--- config.mk ---
export PLATFORM = sky130hd
export DESIGN_NAME = svsc_top
export DESIGN_NICKNAME = d
export VERILOG_FILES = /design/src/hw/svsc_pkg.sv /design/src/hw/svsc_sync.sv /design/src/hw/svsc_top.sv
export SDC_FILE = /design/constraint.sdc
export NUM_CORES = 1
export LEC_CHECK = 0
export ABC_AREA = 1
export BUFFER_PORTS_ARGS = -buffer_cell sky130_fd_sc_hd__buf_4
export CAP_MARGIN = 20
export CORE_ASPECT_RATIO = 2
export CORE_MARGIN = 8
export CORE_UTILIZATION = 55
export CTS_CLUSTER_SIZE = 20
export DETAILED_ROUTE_END_ITERATION = 10
export PLACE_DENSITY = 0.74
export SLEW_MARGIN = 20
export SYNTH_ARGS = -nofsm -noshare
export SYNTH_HDL_FRONTEND = slang
export SYNTH_SLANG_ARGS = --single-unit
export TNS_END_PERCENT = 1
--- constraint.sdc ---
create_clock -name core_clk_i -period 2.4 [get_ports core_clk_i]
set_clock_uncertainty 0.2 [all_clocks]
set_input_delay 0.48 -clock core_clk_i [delete_from_list [all_inputs] [get_ports core_clk_i]]
set_output_delay 0.48 -clock core_clk_i [all_outputs]
set_load 0.03 [all_outputs]
--- src/hw/svsc_pkg.sv ---
package svsc_pkg;
    // serial word
    localparam int unsigned WORD_BITS      = 16;
    localparam int unsigned CHAN_BITS      = 8;
    localparam int unsigned RIGHT_LSB      = 8;   // first byte shifted in lands high
    localparam int unsigned LEFT_LSB       = 0;
    localparam logic [15:0] GAIN_RESET     = 16'h0000;
    localparam logic [7:0]  SOFT_MUTE_CODE = 8'h00;
    localparam int unsigned BIT_CNT_W      = 5;
    localparam logic [4:0]  BIT_CNT_FULL   = 5'h10;

    // timing
    localparam int unsigned CLK_PERIOD_NS  = 40;
    localparam int unsigned CAL_TIME_US    = 2000;
    localparam int unsigned ZC_TIMEOUT_US  = 18000;
    localparam int unsigned CAL_CYCLES     = (CAL_TIME_US * 1000 + CLK_PERIOD_NS - 1) / CLK_PERIOD_NS;
    localparam int unsigned ZC_TIMEOUT_CYC = (ZC_TIMEOUT_US * 1000) / CLK_PERIOD_NS;
    localparam int unsigned TMR_W          = 20;

    typedef enum logic [2:0] {
        SVSC_IDLE = 3'b001,
        SVSC_WAIT = 3'b010,
        SVSC_CAL  = 3'b100
    } svsc_state_t;
endpackage : svsc_pkg

--- src/hw/svsc_sync.sv ---
`timescale 1ns/100ps
module svsc_sync #(
    parameter logic RST_VAL = 1'b0
) (
    // clock and reset
    input  wire logic clk_i,
    input  wire logic resetn_i,
    // async level in, synchronised level out
    input  wire logic async_i,
    output logic      sync_o
);
    logic meta_q;
    logic sync_q;
    logic meta_d;
    logic sync_d;

    always_comb begin
        meta_d = async_i;
        sync_d = meta_q;
    end

    always_ff @(posedge clk_i or negedge resetn_i) begin
        if (!resetn_i) begin
            meta_q <= RST_VAL;
            sync_q <= RST_VAL;
        end else begin
            meta_q <= meta_d;
            sync_q <= sync_d;
        end
    end

    assign sync_o = sync_q;
endmodule : svsc_sync

--- src/hw/svsc_top.sv ---
// Notes on behaviour
// - serial output tri-stated while deselected
// - select falling starts new 16-bit word
// - select rising after 16 bits loads shift register into gain
// - hardware mute grounds both outputs
// - mute falling edge starts offset calibration
// - zero-cross mode applies levels at crossing/timeout
// - zero-cross enable high gates, low bypasses
// - bits captured on rising clock, right first
// - chain output shifts on falling clock edge
// - all-zero code is software mute
// - hardware mute waits crossing or 18 ms
`timescale 1ns/100ps
module svsc_top
    import svsc_pkg::*;
#(
    parameter int unsigned CAL_CNT     = CAL_CYCLES,
    parameter int unsigned TIMEOUT_CNT = ZC_TIMEOUT_CYC
) (
    // clock and reset
    input  wire logic       core_clk_i,
    input  wire logic       resetn_i,
    // serial link pins
    input  wire logic       shift_clk_i,
    input  wire logic       select_n_i,
    input  wire logic       serial_word_in_i,
    output logic            serial_chain_out_o,
    output logic            serial_chain_out_oe_o,
    // control pins
    input  wire logic       mute_n_i,
    input  wire logic       zero_cross_gate_enable_i,
    // per-channel zero crossing flags from the analog side
    input  wire logic       left_zero_cross_i,
    input  wire logic       right_zero_cross_i,
    // analog path control
    output logic [7:0]      left_level_o,
    output logic [7:0]      right_level_o,
    output logic            left_soft_mute_o,
    output logic            right_soft_mute_o,
    output logic            left_analog_output_gnd_o,
    output logic            right_analog_output_gnd_o,
    output logic            calibrating_o,
    output logic [15:0]     gain_word_o
);
    // every pin enters through two flops
    localparam int unsigned NPIN = 7;
    // flops reset to each pin's idle level, so no false edge follows reset
    localparam logic [NPIN-1:0] PIN_IDLE = 7'h0a;
    logic [NPIN-1:0] pin_raw;
    logic [NPIN-1:0] pin_s;
    assign pin_raw = {right_zero_cross_i, left_zero_cross_i, zero_cross_gate_enable_i,
                      mute_n_i, serial_word_in_i, select_n_i, shift_clk_i};

    genvar g;
    generate
        for (g = 0; g < NPIN; g++) begin : g_sync
            svsc_sync #(.RST_VAL(PIN_IDLE[g])) u_sync (
                .clk_i    (core_clk_i),
                .resetn_i (resetn_i),
                .async_i  (pin_raw[g]),
                .sync_o   (pin_s[g])
            );
        end
    endgenerate

    logic sclk_s, sel_n_s, sdi_s, mute_n_s, zero_cross_gate_enable_s, zc_l_s, zc_r_s;
    assign {zc_r_s, zc_l_s, zero_cross_gate_enable_s, mute_n_s, sdi_s, sel_n_s, sclk_s} = pin_s;

    // serial state
    logic                 sclk_q, sclk_d;
    logic                 sel_n_q, sel_n_d;
    logic                 mute_n_q, mute_n_d;
    logic [15:0]          shift_q, shift_d;
    logic [15:0]          gain_q, gain_d;
    logic [15:0]          target_q, target_d;
    logic                 sdo_q, sdo_d;
    logic [BIT_CNT_W-1:0] nbits_q, nbits_d;

    logic sclk_rise, sclk_fall, sel_fall, sel_rise, mute_fall;
    assign sclk_rise = sclk_s & ~sclk_q;
    assign sclk_fall = ~sclk_s & sclk_q;
    assign sel_fall  = sel_n_q & ~sel_n_s;
    assign sel_rise  = ~sel_n_q & sel_n_s;
    assign mute_fall = mute_n_q & ~mute_n_s;

    // level apply / mute sequencing
    svsc_state_t      st_q, st_d;
    logic [TMR_W-1:0] tmr_q, tmr_d;
    logic             hw_mute_q, hw_mute_d;
    logic             pend_q, pend_d;
    logic             zc_any;
    assign zc_any = zc_l_s & zc_r_s;
    // latest committed word replaces one still waiting
    logic             apply_now;
    assign apply_now = pend_q && (!zero_cross_gate_enable_s || zc_any || tmr_q == TMR_W'(TIMEOUT_CNT));

    always_comb begin
        sclk_d   = sclk_s;
        sel_n_d  = sel_n_s;
        mute_n_d = mute_n_s;
        shift_d  = shift_q;
        nbits_d  = nbits_q;
        sdo_d    = sdo_q;
        target_d = target_q;
        pend_d   = pend_q;
        if (sel_fall) begin
            nbits_d = '0;
        end
        if (!sel_n_s && sclk_rise) begin
            shift_d = {shift_q[14:0], sdi_s};
            if (nbits_q != BIT_CNT_FULL) begin
                nbits_d = nbits_q + 5'h01;
            end
        end
        if (!sel_n_s && sclk_fall) begin
            sdo_d = shift_q[WORD_BITS-1];
        end
        if (apply_now) begin
            pend_d = 1'b0;
        end
        // short frames are dropped rather than loading a partial word
        if (sel_rise && nbits_q == BIT_CNT_FULL) begin
            target_d = shift_q;
            pend_d   = 1'b1;
        end
        if (!mute_n_s) begin
            // power-up style sequence clears both registers
            shift_d  = GAIN_RESET;
            target_d = GAIN_RESET;
            nbits_d  = '0;
            sdo_d    = 1'b0;
            pend_d   = 1'b0;
        end
    end

    // gain apply: immediate, or gated by zero crossing / timeout
    always_comb begin
        st_d      = st_q;
        tmr_d     = tmr_q;
        hw_mute_d = hw_mute_q;
        gain_d    = gain_q;
        // frames during a mute are ignored, so they must not stretch its timer
        if (sel_rise && st_q == SVSC_IDLE) begin
            tmr_d = '0;
        end else if (tmr_q != TMR_W'(TIMEOUT_CNT)) begin
            tmr_d = tmr_q + 20'h00001;
        end
        if (apply_now) begin
            gain_d = target_q;
        end
        case (st_q)
            SVSC_IDLE: begin
                if (mute_fall) begin
                    st_d  = SVSC_WAIT;
                    tmr_d = '0;
                end
            end
            SVSC_WAIT: begin
                // mute ignores the enable pin
                if (zc_any || tmr_q == TMR_W'(TIMEOUT_CNT)) begin
                    hw_mute_d = 1'b1;
                    st_d      = SVSC_CAL;
                    tmr_d     = '0;
                end
            end
            SVSC_CAL: begin
                // calibration runs for its minimum time
                if (tmr_q >= TMR_W'(CAL_CNT) && mute_n_s) begin
                    hw_mute_d = 1'b0;
                    st_d      = SVSC_IDLE;
                end
            end
            default: st_d = SVSC_IDLE;
        endcase
        if (!mute_n_s && st_q == SVSC_IDLE && !mute_fall) begin
            hw_mute_d = 1'b1;
        end
        if (!mute_n_s) begin
            gain_d = GAIN_RESET;
        end
    end

    always_ff @(posedge core_clk_i or negedge resetn_i) begin
        if (!resetn_i) begin
            sclk_q    <= 1'b0;
            sel_n_q   <= 1'b1;
            mute_n_q  <= 1'b1;
            shift_q   <= GAIN_RESET;
            nbits_q   <= '0;
            sdo_q     <= 1'b0;
            target_q  <= GAIN_RESET;
            pend_q    <= 1'b0;
            gain_q    <= GAIN_RESET;
            st_q      <= SVSC_IDLE;
            tmr_q     <= '0;
            hw_mute_q <= 1'b0;
        end else begin
            sclk_q    <= sclk_d;
            sel_n_q   <= sel_n_d;
            mute_n_q  <= mute_n_d;
            shift_q   <= shift_d;
            nbits_q   <= nbits_d;
            sdo_q     <= sdo_d;
            target_q  <= target_d;
            pend_q    <= pend_d;
            gain_q    <= gain_d;
            st_q      <= st_d;
            tmr_q     <= tmr_d;
            hw_mute_q <= hw_mute_d;
        end
    end

    assign serial_chain_out_o        = sdo_q;
    assign serial_chain_out_oe_o     = ~sel_n_s;
    assign right_level_o             = gain_q[RIGHT_LSB +: CHAN_BITS];
    assign left_level_o              = gain_q[LEFT_LSB +: CHAN_BITS];
    assign right_soft_mute_o         = (right_level_o == SOFT_MUTE_CODE);
    assign left_soft_mute_o          = (left_level_o == SOFT_MUTE_CODE);
    assign left_analog_output_gnd_o  = hw_mute_q;
    assign right_analog_output_gnd_o = hw_mute_q;
    assign calibrating_o             = (st_q == SVSC_CAL);
    assign gain_word_o               = gain_q;
endmodule : svsc_top
# [Word level (Yosys, flattened, before mapping)]
# Cells that the tools add are included.
# W data, S select, Z words.
[classes] addsub=2 reduce_logical=20 bitwise_logic=11 n_lt_le_gt_ge=1 n_eq_ne=17 n_mux=28
[ops] op="$mux W16" n=6
[ops] op="$mux W20" n=4
[ops] op="$pmux W20 S2" n=1
[ops] op="$add A20 B1 Y20 const B" n=1
[ops] op="$eq A20 B19 Y1 const B" n=1
[ops] op="$ge A20 B16 Y1 const B" n=1
[ops] op="$mux W5" n=4
[ops] op="$ne A20 B19 Y1 const B" n=1
[ops] op="$logic_not A8 Y1" n=2
[ops] op="$ne A2 B2 Y1 const B" n=6
[ops] op="$mux W3" n=3
[ops] op="$pmux W3 S3" n=1
[ops] op="$logic_and A1 B1 Y1" n=8
[ops] op="$mux W1" n=8
[ops] op="$and A1 B1 Y1" n=6
[ops] op="$ne A3 B3 Y1 const B" n=2
[ops] op="$reduce_and A3 Y1" n=2
[ops] op="$add A5 B1 Y5 const B" n=1
[ops] op="$eq A5 B5 Y1 const B" n=1
[ops] op="$ne A5 B5 Y1 const B" n=1
[ops] op="$not A1 Y1" n=5
[ops] op="$logic_not A1 Y1" n=4
[ops] op="$eq A3 B1 Y1 const B" n=1
[ops] op="$eq A3 B2 Y1 const B" n=1
[ops] op="6 further kinds" n=8
[totals] output_inout_bits=39 word_cells=105 ff_bits=96 in_bits=9

# [Logic depth before layout (Yosys ltp)]
# Gate-level depths: netlist (run 1).
[logic_depth] depth_word=7 mapped_depth=11 ltp_nobuf=10

# [Modules after synthesis]
# Synthesis (run 1) repeated with hierarchy kept, for this count alone.
[unflattened] cells_unflattened=481 area_unflattened_um2=4436.8
[modules_own_cells] mod="svsc_top" instances=1 area_each_um2=4081.4 cells_each=467
[modules_own_cells] mod="svsc_sync at g_sync[0].u_sync ..." instances=5 area_each_um2=50.0 cells_each=2
[modules_own_cells] mod="svsc_sync at g_sync[1].u_sync ..." instances=2 area_each_um2=52.6 cells_each=2

# [Least setup slack after synthesis (run 1)]
# OpenSTA, ideal clock, no wires.
[synth_path] path_type="register to output" startpoint="register gain_q[5], in the netlist gain_word_o[5]" endpoint="output left_soft_mute_o" arrival_time_ps=1511 path_slack_ps=209 required_time_ps=1720 stages_incl_launch_ff=4 cell_sequence="dfrtp_1 nor4_1 nand2_1 nor3_1"
[synth_via] elab_chain_cells=1
[synth_rtl] item="start: declaration" line="svsc_top.sv:74" rtl="logic [15:0] gain_q, gain_d;"
[synth_rtl] item="start signal: assignment" line="svsc_top.sv:206" rtl="gain_q <= gain_d;"
[synth_rtl] item="$logic_not A8 Y1" line="svsc_top.sv:218" rtl="assign left_soft_mute_o = (left_level_o == SOFT_MUTE_CODE);"
[synth_rtl] item="end: declaration" line="svsc_top.sv:38" rtl="output logic left_soft_mute_o,"
# No other way between the ends.

# [Worst setup path in the final report (run 1)]
# Same ends and word-level chain as after synthesis.

==> results.py, run 1 <==
metrics = {
    "worst_setup_path": {
        "slowest_delay_ps": 430,
        "critical_path.max_fanout": 4,
        "path_buf_inv": 1,
        "crit_required_ps": 1720,
        "r2r_slack_ps": 290,
        "critical_path_class": "reg -> out",
        "critical_path.top_delay_family": "simple AND/OR/NAND/NOR gates",
        "cpMaxStageDelayCell": "dfrtp_1",
        "arrival_ps": 1570,
        "r2r_cells": 6,
        "worst-path-stages": 4,
        "start_kind": "register",
        "path_cells": "nor4_1, nand2_1, nor3_1, buf_4",
        "worstSetupEndpointType": "output pin",
    },
    "synth": {
        "synth_warnings": 0,
        "synth_nets": 508,
        "synth.top_cell.area_share_pct": 49.6,
        "synth_most_common_cell": "nand2_1",
        "synth.avg_cell_area_um2": 9.08,
        "ys_ff_latch": 96,
        "netlist-cell-type-count": 33,
        "syn_inst": 495,
        "yosysSeqAreaShare_pct": 53.6,
        "syn_area_um2": 4490,
        "synth_area_leader_cell": "dfrtp_1",
        "synth_flop_cell": "dfrtp_1",
        "synth_edf_count": 0,
        "synth_area_leaders": "dfrtp_1, nand2_1, o21ai_0, dfstp_2, nand3_1",
        "synth_common_cells": "nand2_1, dfrtp_1, nor2_1, o21ai_0, nand3_1",
        "async_reset_ff_share_pct": 100,
    },
    "cells_and_area": {
        "finalInstanceArea_um2": 5130,
        "num_antenna_cells": 0,
        "area_delta_synth_final_pct": 14.1,
        "layout.nets": 540,
        "fill_cells": 643,
        "drive_gt1_share_pct": 19.5,
    },
    "min_path": {
        "min_path_type": "in -> reg",
        "hold_depth": 1,
    },
    "global_routing": {
        "antenna_found_initial": 0,
        "grt_pass1_wl_um": 16800,
        "overflow": 0,
        "grt_pass1_vias": 3448,
        "grt_use_total_pct": 19.0,
        "grt_max_degree": 53,
    },
    "run_status": {
        "status": "complete, no violations",
    },
    "cts": {
        "clockBufferDepth": 2,
        "post_cts_buffers": 0,
        "hold_buffers": 1,
        "cts_root_buffer": "clkbuf_16",
        "clk_latency_ps": 340,
        "cts_tree": "done",
        "cts_htree_levels": 3,
        "cts_resized": 0,
        "cts_buffers": 9,
        "clkSlewWorstSetupHoldPaths_ps": 70,
        "clock-sinks": 96,
    },
    "detailed_routing": {
        "post-route-drc-count": 0,
        "drt_wl_total_um": 10500,
        "drt_iter0_markers": 163,
        "avgViaCountPerCell": 5.47,
        "via_count": 3438,
        "dr.pass1.iters": 4,
        "ant_nets": 0,
        "routedWlPerCell_um": 16.7,
    },
    "place": {
        "port_buffers": 47,
        "hpwl_um": 7670,
        "dpl_cell_area_um2": 4810,
        "globalplace.congestion": 0.925,
    },
    "power_and_ir_drop": {
        "ir_drop_v": 0.000548,
        "p_per_area_nw_per_um2": 771,
        "leakage_nw": 2.44,
    },
    "timing": {
        "final.min_clock_period_ps": 2250,
        "rsz0062_at_grt": "false",
        "report.final.setup_viol": 0,
        "slew_viol_final": 0,
        "hold_viol_final": 0,
        "tns_ps": 0,
        "finalCritPeriodShare_pct": 93.6,
        "worst_pin_slew_ps": 795,
        "max-slew-margin-rel_pct": 46.9,
        "fmax_mhz": 445,
    },
    "die": {
        "rows": 46,
        "start_util_pct": 56.6,
        "core-area_um2": 7940,
        "pin_count": 48,
        "die_h_um": 144,
        "die-area_um2": 11500,
        "die_x_um": 79.9,
    },
    "run": {
        "cap_violations": 0,
    },
}
==> flip-flops by register name, indices dropped and copies added (netlist names) <==
| signal | count |
|---|---|
| target_q | 16 |
| st_q | 3 |
| tmr_q | 20 |
| sclk_q | 1 |
| shift_q | 16 |
| mute_n_q | 1 |
| sel_n_q | 1 |
| pend_q | 1 |
| g_sync.u_sync.meta_q | 7 |
| left_analog_output_gnd_o | 1 |
| g_sync.u_sync.sync_o | 7 |
| serial_chain_out_o | 1 |
| gain_word_o | 16 |
| nbits_q | 5 |
==> layer usage <==
layer / wire [µm] / vias up / track usage [%]
met5: 0 / - / 0
met1: 3750 / 1700 / 19.3
li1: - / 1648 / -
met4: 391 / 0 / 10.3
met3: 305 / 24 / 3.94
met2: 6050 / 66 / 34.5
==> area by class of cell <==
type	instances	area (µm²)	area share, %
timing repair buffer	55	428	8.34
clock inverter	3	67.6	1.32
multi-input combinational	328	1720	33.6
inverter	37	140	2.73
sequential	96	2410	47.0
clock buffer	13	240	4.68
tap	96	120	2.34
==> cells by family after synthesis <==
family,count (synthesis),synth area share [%]
compound gates,46,5.23
xor+xnor,16,3.12
fa+ha+maj,4,1.11
buf+inv,71,8.07
flops,96,53.6
simple gates,262,28.8
==> report_power, final <==
group / switching (mW) / internal, mW
registers: 0.0597 / 1.70
logic: 0.510 / 0.190
clock network: 0.574 / 0.915
total: 1.14 / 2.81
==> final timing paths <==
check / startpoint / end
max in group asynchronous: resetn_i / mute_n_q$_DFF_PN1_
setup / recovery: gain_word_o[5]$_DFFE_PN0P_ / left_soft_mute_o
hold reg to reg: g_sync[4].u_sync.meta_q$_DFF_PN0_ / g_sync[4].u_sync.sync_o$_DFF_PN0_
min in group asynchronous: resetn_i / tmr_q[8]$_DFF_PN0_
hold / removal: left_zero_cross_i / g_sync[5].u_sync.meta_q$_DFF_PN0_
setup reg to reg: g_sync[1].u_sync.sync_o$_DFF_PN1_ / target_q[7]$_DFFE_PN0P_
==> through the flow <==
stage	worst slack, ps	power (mW)	std cells	hold WS [ps]	util (%)
detailed placement	263	2.49	611	135	60.6
global placement	351	2.45	611	133	60.6
floorplan	209	2.36	495	-15.6	-
finish	153	3.95	628	43.6	64.6
global route	24.0	4.11	628	28.6	64.6
CTS	137	3.98	628	38.6	64.6
==> layout by cell type (no fill, tap or decap), types with 3 or more instances in the layout <==
cell type / Yosys / final
ha_1: 4 / 4
o21ai_0: 38 / 38
dfstp_2: 7 / 7
xor2_1: 12 / 12
dfrtp_1: 89 / 89
clkbuf_16: 0 / 9
buf_4: 18 / 53
xnor2_1: 4 / 4
nand3_1: 36 / 36
nor2_1: 40 / 39
nor2_4: 12 / 12
inv_1: 34 / 34
nor3_1: 9 / 9
nand2_2: 4 / 4
nand4_1: 22 / 22
clkbuf_1: 9 / 4
nand2_1: 126 / 126
a21oi_1: 6 / 6
nor2_2: 2 / 3
Note: power is estimated with default switching activity, not from simulation.
==> run 2: changes to the inputs <==
Settings changed: CTS_BUF_LIST from default to sky130_fd_sc_hd__clkbuf_16, PLACE_DENSITY 0.74 to 0.75.
==> run 2 against run 1 <==
Worst setup slack better by 100 ps. Final area down 0.68%. Clock-buffer cell count fell by 4. Non-clock buffer count decreased by 1. Highest routed layer unchanged. Worst hold slack improved by 3.0 ps. Critical path type unchanged. Largest cell class unchanged.
==> results.py, run 2 (synthesis gave the netlist of run 1 again) <==
metrics = {
    "die": {
        "die_h_um": 144,
        "start_util_pct": 56.6,
        "rows": 46,
        "core-area_um2": 7940,
        "pin_count": 48,
        "die_x_um": 79.9,
        "die-area_um2": 11500,
    },
    "worst_setup_path": {
        "start_kind": "register",
        "worst-path-stages": 4,
        "r2r_cells": 9,
        "arrival_ps": 1460,
        "critical_path_class": "reg -> out",
        "path_cells": "nor4_1, nand2_1, nor3_1, buf_4",
        "critical_path.top_delay_family": "simple AND/OR/NAND/NOR gates",
        "r2r-end": "tmr_q[8]$_DFF_PN0_",
        "crit_required_ps": 1720,
        "r2r_start": "tmr_q[0]$_DFF_PN0_",
        "critical_path.max_fanout": 4,
        "r2r_slack_ps": 370,
        "worstSetupEndpointType": "output pin",
        "path_buf_inv": 1,
        "cpMaxStageDelayCell": "dfrtp_1",
        "slowest_delay_ps": 420,
    },
    "cells_and_area": {
        "drive_gt1_share_pct": 19.0,
        "layout_common_cells": "nand2_1, dfrtp_1, buf_4, nor2_1, o21ai_0",
        "final-instance-count-excl-fill": 627,
        "seq_area_um2": 2410,
        "fill_cells": 674,
        "largest_reg_flops": 20,
        "multiInputGateArea_um2": 1720,
        "final_common_cell": "nand2_1",
        "num_antenna_cells": 0,
        "layout.nets": 539,
        "largest-register": "tmr_q",
        "area_delta_synth_final_pct": 13.4,
    },
    "place": {
        "port_buffers": 47,
        "globalplace.congestion": 0.856,
        "hpwl_um": 6960,
        "numPlacedInstances": 610,
    },
    "detailed_routing": {
        "drt_wl_total_um": 9760,
        "post-route-drc-count": 0,
        "ant_nets": 0,
        "avgViaCountPerCell": 5.33,
        "drt_iter0_markers": 162,
        "via_count": 3340,
        "dr.pass1.iters": 5,
        "routedWlPerCell_um": 15.6,
    },
    "timing": {
        "max-slew-margin-rel_pct": 46.3,
        "slew_viol_final": 0,
        "rsz0062_at_grt": "false",
        "timing.hold.ws_ps": 46.6,
        "fmax_mhz": 467,
        "report.final.setup_viol": 0,
        "tns_ps": 0,
        "hold_viol_final": 0,
        "worst_pin_slew_ps": 805,
        "final.min_clock_period_ps": 2140,
        "finalCritPeriodShare_pct": 89.3,
    },
    "global_routing": {
        "antenna_found_initial": 0,
        "grt_max_degree": 50,
        "grt_pass1_wl_um": 16400,
        "grt_pass1_vias": 3343,
        "overflow": 0,
        "grt_use_total_pct": 18.4,
    },
    "cts": {
        "post_cts_buffers": 0,
        "cts_tree": "done",
        "clk_latency_ps": 340,
        "clock-sinks": 96,
        "cts_resized": 0,
        "cts_root_buffer": "clkbuf_16",
        "hold_buffers": 1,
        "clkSlewWorstSetupHoldPaths_ps": 60,
        "cts_buffers": 9,
        "cts_htree_levels": 3,
        "clockBufferDepth": 2,
    },
    "power_and_ir_drop": {
        "pwr-share-comb_pct": 17.9,
        "p_clk_share_pct": 35.8,
        "switchingPower_mw": 1.12,
        "ir_drop_v": 0.000634,
        "internal-power_mw": 2.68,
        "pwr-share-seq_pct": 46.3,
        "switching_share_pct": 29.4,
        "p_per_area_nw_per_um2": 746,
        "leakage_nw": 2.44,
    },
    "min_path": {
        "worstHoldStart": "left_zero_cross_i",
        "min_path_type": "in -> reg",
        "holdPathEnd": "g_sync[5].u_sync.meta_q$_DFF_PN0_",
        "hold_depth": 1,
    },
    "run": {
        "cap_violations": 0,
    },
    "run_status": {
        "status": "complete, no violations",
    },
}
[run 2: stage by stage]
step	util [%]	total power, mW	worst slack, ps	instance area, µm²
2_1_floorplan	-	2.36	209	4490
3_3_place_gp	60.5	2.46	400	4800
3_5_place_dp	60.5	2.47	368	4800
4_1_cts	64.1	3.84	240	5090
5_1_grt	64.1	3.97	111	5090
6_report	64.1	3.80	257	5090
[run 2: power by group through the flow]
stage	combinational (mW)	clock, mW	sequential, mW
floorplan	0.563	0	1.79
global placement	0.670	0	1.79
detailed placement	0.683	0	1.79
CTS	0.689	1.39	1.76
global route	0.749	1.45	1.77
finish	0.681	1.36	1.76
[run 2: worst max path at each step]
stage	slack (ps)	startpoint	end
2_1_floorplan	210	gain_word_o[5]$_DFFE_PN0P_	left_soft_mute_o
3_3_place_gp	400	tmr_q[0]$_DFF_PN0_	tmr_q[17]$_DFF_PN0_
3_5_place_dp	370	tmr_q[0]$_DFF_PN0_	tmr_q[17]$_DFF_PN0_
4_1_cts	240	gain_word_o[5]$_DFFE_PN0P_	left_soft_mute_o
5_1_grt	110	gain_word_o[13]$_DFFE_PN0P_	right_soft_mute_o
6_report	260	gain_word_o[5]$_DFFE_PN0P_	left_soft_mute_o
[run 2: cell type report]
type                            count  share of cell area (%)
Tap cell                           96                    2.36
Multi-Input combinational cell    328                    33.8
Sequential cell                    96                    47.3
Clock buffer                        9                    4.42
Inverter                           37                    2.75
Timing Repair Buffer               54                    8.25
Clock inverter                      7                    1.13
[run 2: routing by layer]
layer / track usage, % / vias up / share of wire, %
met3: 4.26 / 15 / 3.3
met2: 32.5 / 51 / 56
met5: 0 / - / 0
met1: 19.9 / 1622 / 38
met4: 8.20 / 0 / 2.6
li1: - / 1652 / -
==> run 3: changes to the inputs <==
Clock period 2.4 ns to 2.61 ns, I/O delays scaled along.
==> run 3 against run 2 <==
The run now ends with negative hold slack left. Final area barely moved. Combinational power fell by 7.0%. Via count rose by 0.57%. Worst setup slack improved by 24 ps. Utilization barely moved. Register-to-register slack improved by 130 ps. Critical path depth did not move. Largest cell class unchanged. Highest routed layer unchanged.
==> results.py, run 3 (synthesis gave the netlist of run 1 again) <==
metrics = {
    "run_status": {
        "status": "finished with violations",
        "violations": "negative hold slack",
    },
    "run": {
        "cap_violations": 0,
    },
    "worst_setup_path": {
        "crit_required_ps": 1890,
        "cpMaxStageDelayCell": "dfrtp_1",
        "start_kind": "register",
        "path_cells": "nor4_1, nand2_1, nor3_1, buf_4",
        "slowest_delay_ps": 430,
        "startpoint": "gain_word_o[5]$_DFFE_PN0P_",
        "critical_path.top_delay_family": "simple AND/OR/NAND/NOR gates",
        "r2r_cells": 9,
        "r2r-end": "gain_word_o[9]$_DFFE_PN0P_",
        "path_buf_inv": 1,
        "worst-path-stages": 4,
        "worstSetupEndpointType": "output pin",
        "r2r_slack_ps": 500,
        "endpoint": "left_soft_mute_o",
        "r2r_start": "tmr_q[0]$_DFF_PN0_",
        "critical_path_class": "reg -> out",
        "critical_path.max_fanout": 4,
        "arrival_ps": 1610,
    },
    "global_routing": {
        "antenna_found_initial": 0,
        "grt_use_total_pct": 17.9,
        "grt_max_degree": 51,
        "overflow": 0,
        "grt_pass1_wl_um": 15900,
        "grt_pass1_vias": 3417,
    },
    "timing": {
        "worst_pin_slew_ps": 734,
        "timing.hold.ws_ps": -10.6,
        "report.final.setup_viol": 0,
        "tns_ps": 0,
        "finalCritPeriodShare_pct": 89.2,
        "max-slew-margin-rel_pct": 51.0,
        "final.min_clock_period_ps": 2330,
        "hold_viol_final": 11,
        "fmax_mhz": 429,
        "rsz0062_at_grt": "false",
        "slew_viol_final": 0,
    },
    "place": {
        "globalplace.congestion": 0.933,
        "hpwl_um": 7280,
        "port_buffers": 47,
    },
    "detailed_routing": {
        "avgViaCountPerCell": 5.38,
        "ant_nets": 0,
        "drt_iter0_markers": 144,
        "via_count": 3359,
        "drt_wl_total_um": 9650,
        "routedWlPerCell_um": 15.5,
        "dr.pass1.iters": 4,
        "post-route-drc-count": 0,
    },
    "cells_and_area": {
        "largest_reg_flops": 20,
        "layout.nets": 536,
        "layout_common_cells": "nand2_1, dfrtp_1, buf_4, nor2_1, o21ai_0",
        "final_core_util_pct": 64.1,
        "area_delta_synth_final_pct": 13.3,
        "final_common_cell": "nand2_1",
        "largest-register": "tmr_q",
        "drive_gt1_share_pct": 19.7,
        "num_antenna_cells": 0,
        "fill_cells": 678,
    },
    "min_path": {
        "min_path_type": "in -> async",
    },
    "die": {
        "core-area_um2": 7940,
        "die_x_um": 79.9,
        "die-area_um2": 11500,
        "rows": 46,
        "pin_count": 48,
        "start_util_pct": 56.6,
        "die_h_um": 144,
    },
    "power_and_ir_drop": {
        "pwr-share-seq_pct": 45.4,
        "ir_drop_v": 0.000537,
        "pwr-share-comb_pct": 17.7,
        "leakage_nw": 2.41,
        "p_per_area_nw_per_um2": 703,
        "switchingPower_mw": 1.09,
        "switching_share_pct": 30.4,
        "internal-power_mw": 2.49,
        "p_clk_share_pct": 36.9,
    },
    "cts": {
        "cts_buffers": 9,
        "clockBufferDepth": 2,
        "clock-sinks": 96,
        "hold_buffers": 0,
        "cts_root_buffer": "clkbuf_16",
        "post_cts_buffers": 0,
        "cts_htree_levels": 3,
        "cts_resized": 0,
        "cts_tree": "done",
        "clk_latency_ps": 340,
        "clkSlewWorstSetupHoldPaths_ps": 70,
    },
}
==> run 3: worst min-delay path by stage <==
| stage | end | depth (start not counted) |
|---|---|---|
| final | tmr_q[9]$_DFF_PN0_ | 1 |
| after global placement | g_sync[6].u_sync.sync_o$_DFF_PN0_ | 0 |
| after global routing | tmr_q[9]$_DFF_PN0_ | 1 |
| after CTS | tmr_q[9]$_DFF_PN0_ | 1 |
| after floorplan | g_sync[0].u_sync.meta_q$_DFF_PN0_ | 0 |
| after detailed placement | g_sync[0].u_sync.sync_o$_DFF_PN0_ | 0 |
==> run 3: power groups by stage <==
stage	registers [mW]	clock network (mW)	logic (mW)
3_5_place_dp	1.65	0	0.635
6_report	1.62	1.32	0.633
3_3_place_gp	1.64	0	0.625
5_1_grt	1.63	1.41	0.693
2_1_floorplan	1.65	0	0.518
4_1_cts	1.62	1.35	0.641
==> run 3: worst reg2reg max path: stages (launching register included) <==
cell and delay [ps]:
dfrtp_1 410, inv_1 120, ha_1 170, nand2_1 90, nor2_4 140, nand3_4 120, nand3_2 270, nand2_2 260
nand3_1 150, nand2_1 60
==> run 3: metrics by stage <==
step	instance area, µm²	std cells	setup WS, ps	power, mW
3_3_place_gp	4790	608	585	2.27
4_1_cts	5090	624	266	3.62
2_1_floorplan	4490	495	377	2.17
3_5_place_dp	4790	608	507	2.28
5_1_grt	5090	624	189	3.73
6_report	5090	624	281	3.58
==> run 3: area by class of cell <==
| class | count | area (µm²) | share of cell area [%] |
|---|---|---|---|
| clock buffer | 9 | 225 | 4.42 |
| clock inverter | 7 | 78.8 | 1.55 |
| inverter | 37 | 140 | 2.75 |
| multi-input combinational | 328 | 1720 | 33.8 |
| sequential | 96 | 2410 | 47.4 |
| tap | 96 | 120 | 2.36 |
| timing repair buffer | 51 | 395 | 7.77 |
==> run 3: metal layers <==
metal / wire length, µm / GRT usage, % / up-vias
met3: 283 / 3.57 / 28
met1: 3420 / 16.9 / 1629
met2: 5520 / 33.2 / 56
met4: 421 / 11.3 / 0
li1: - / - / 1646
met5: 0 / 0 / -
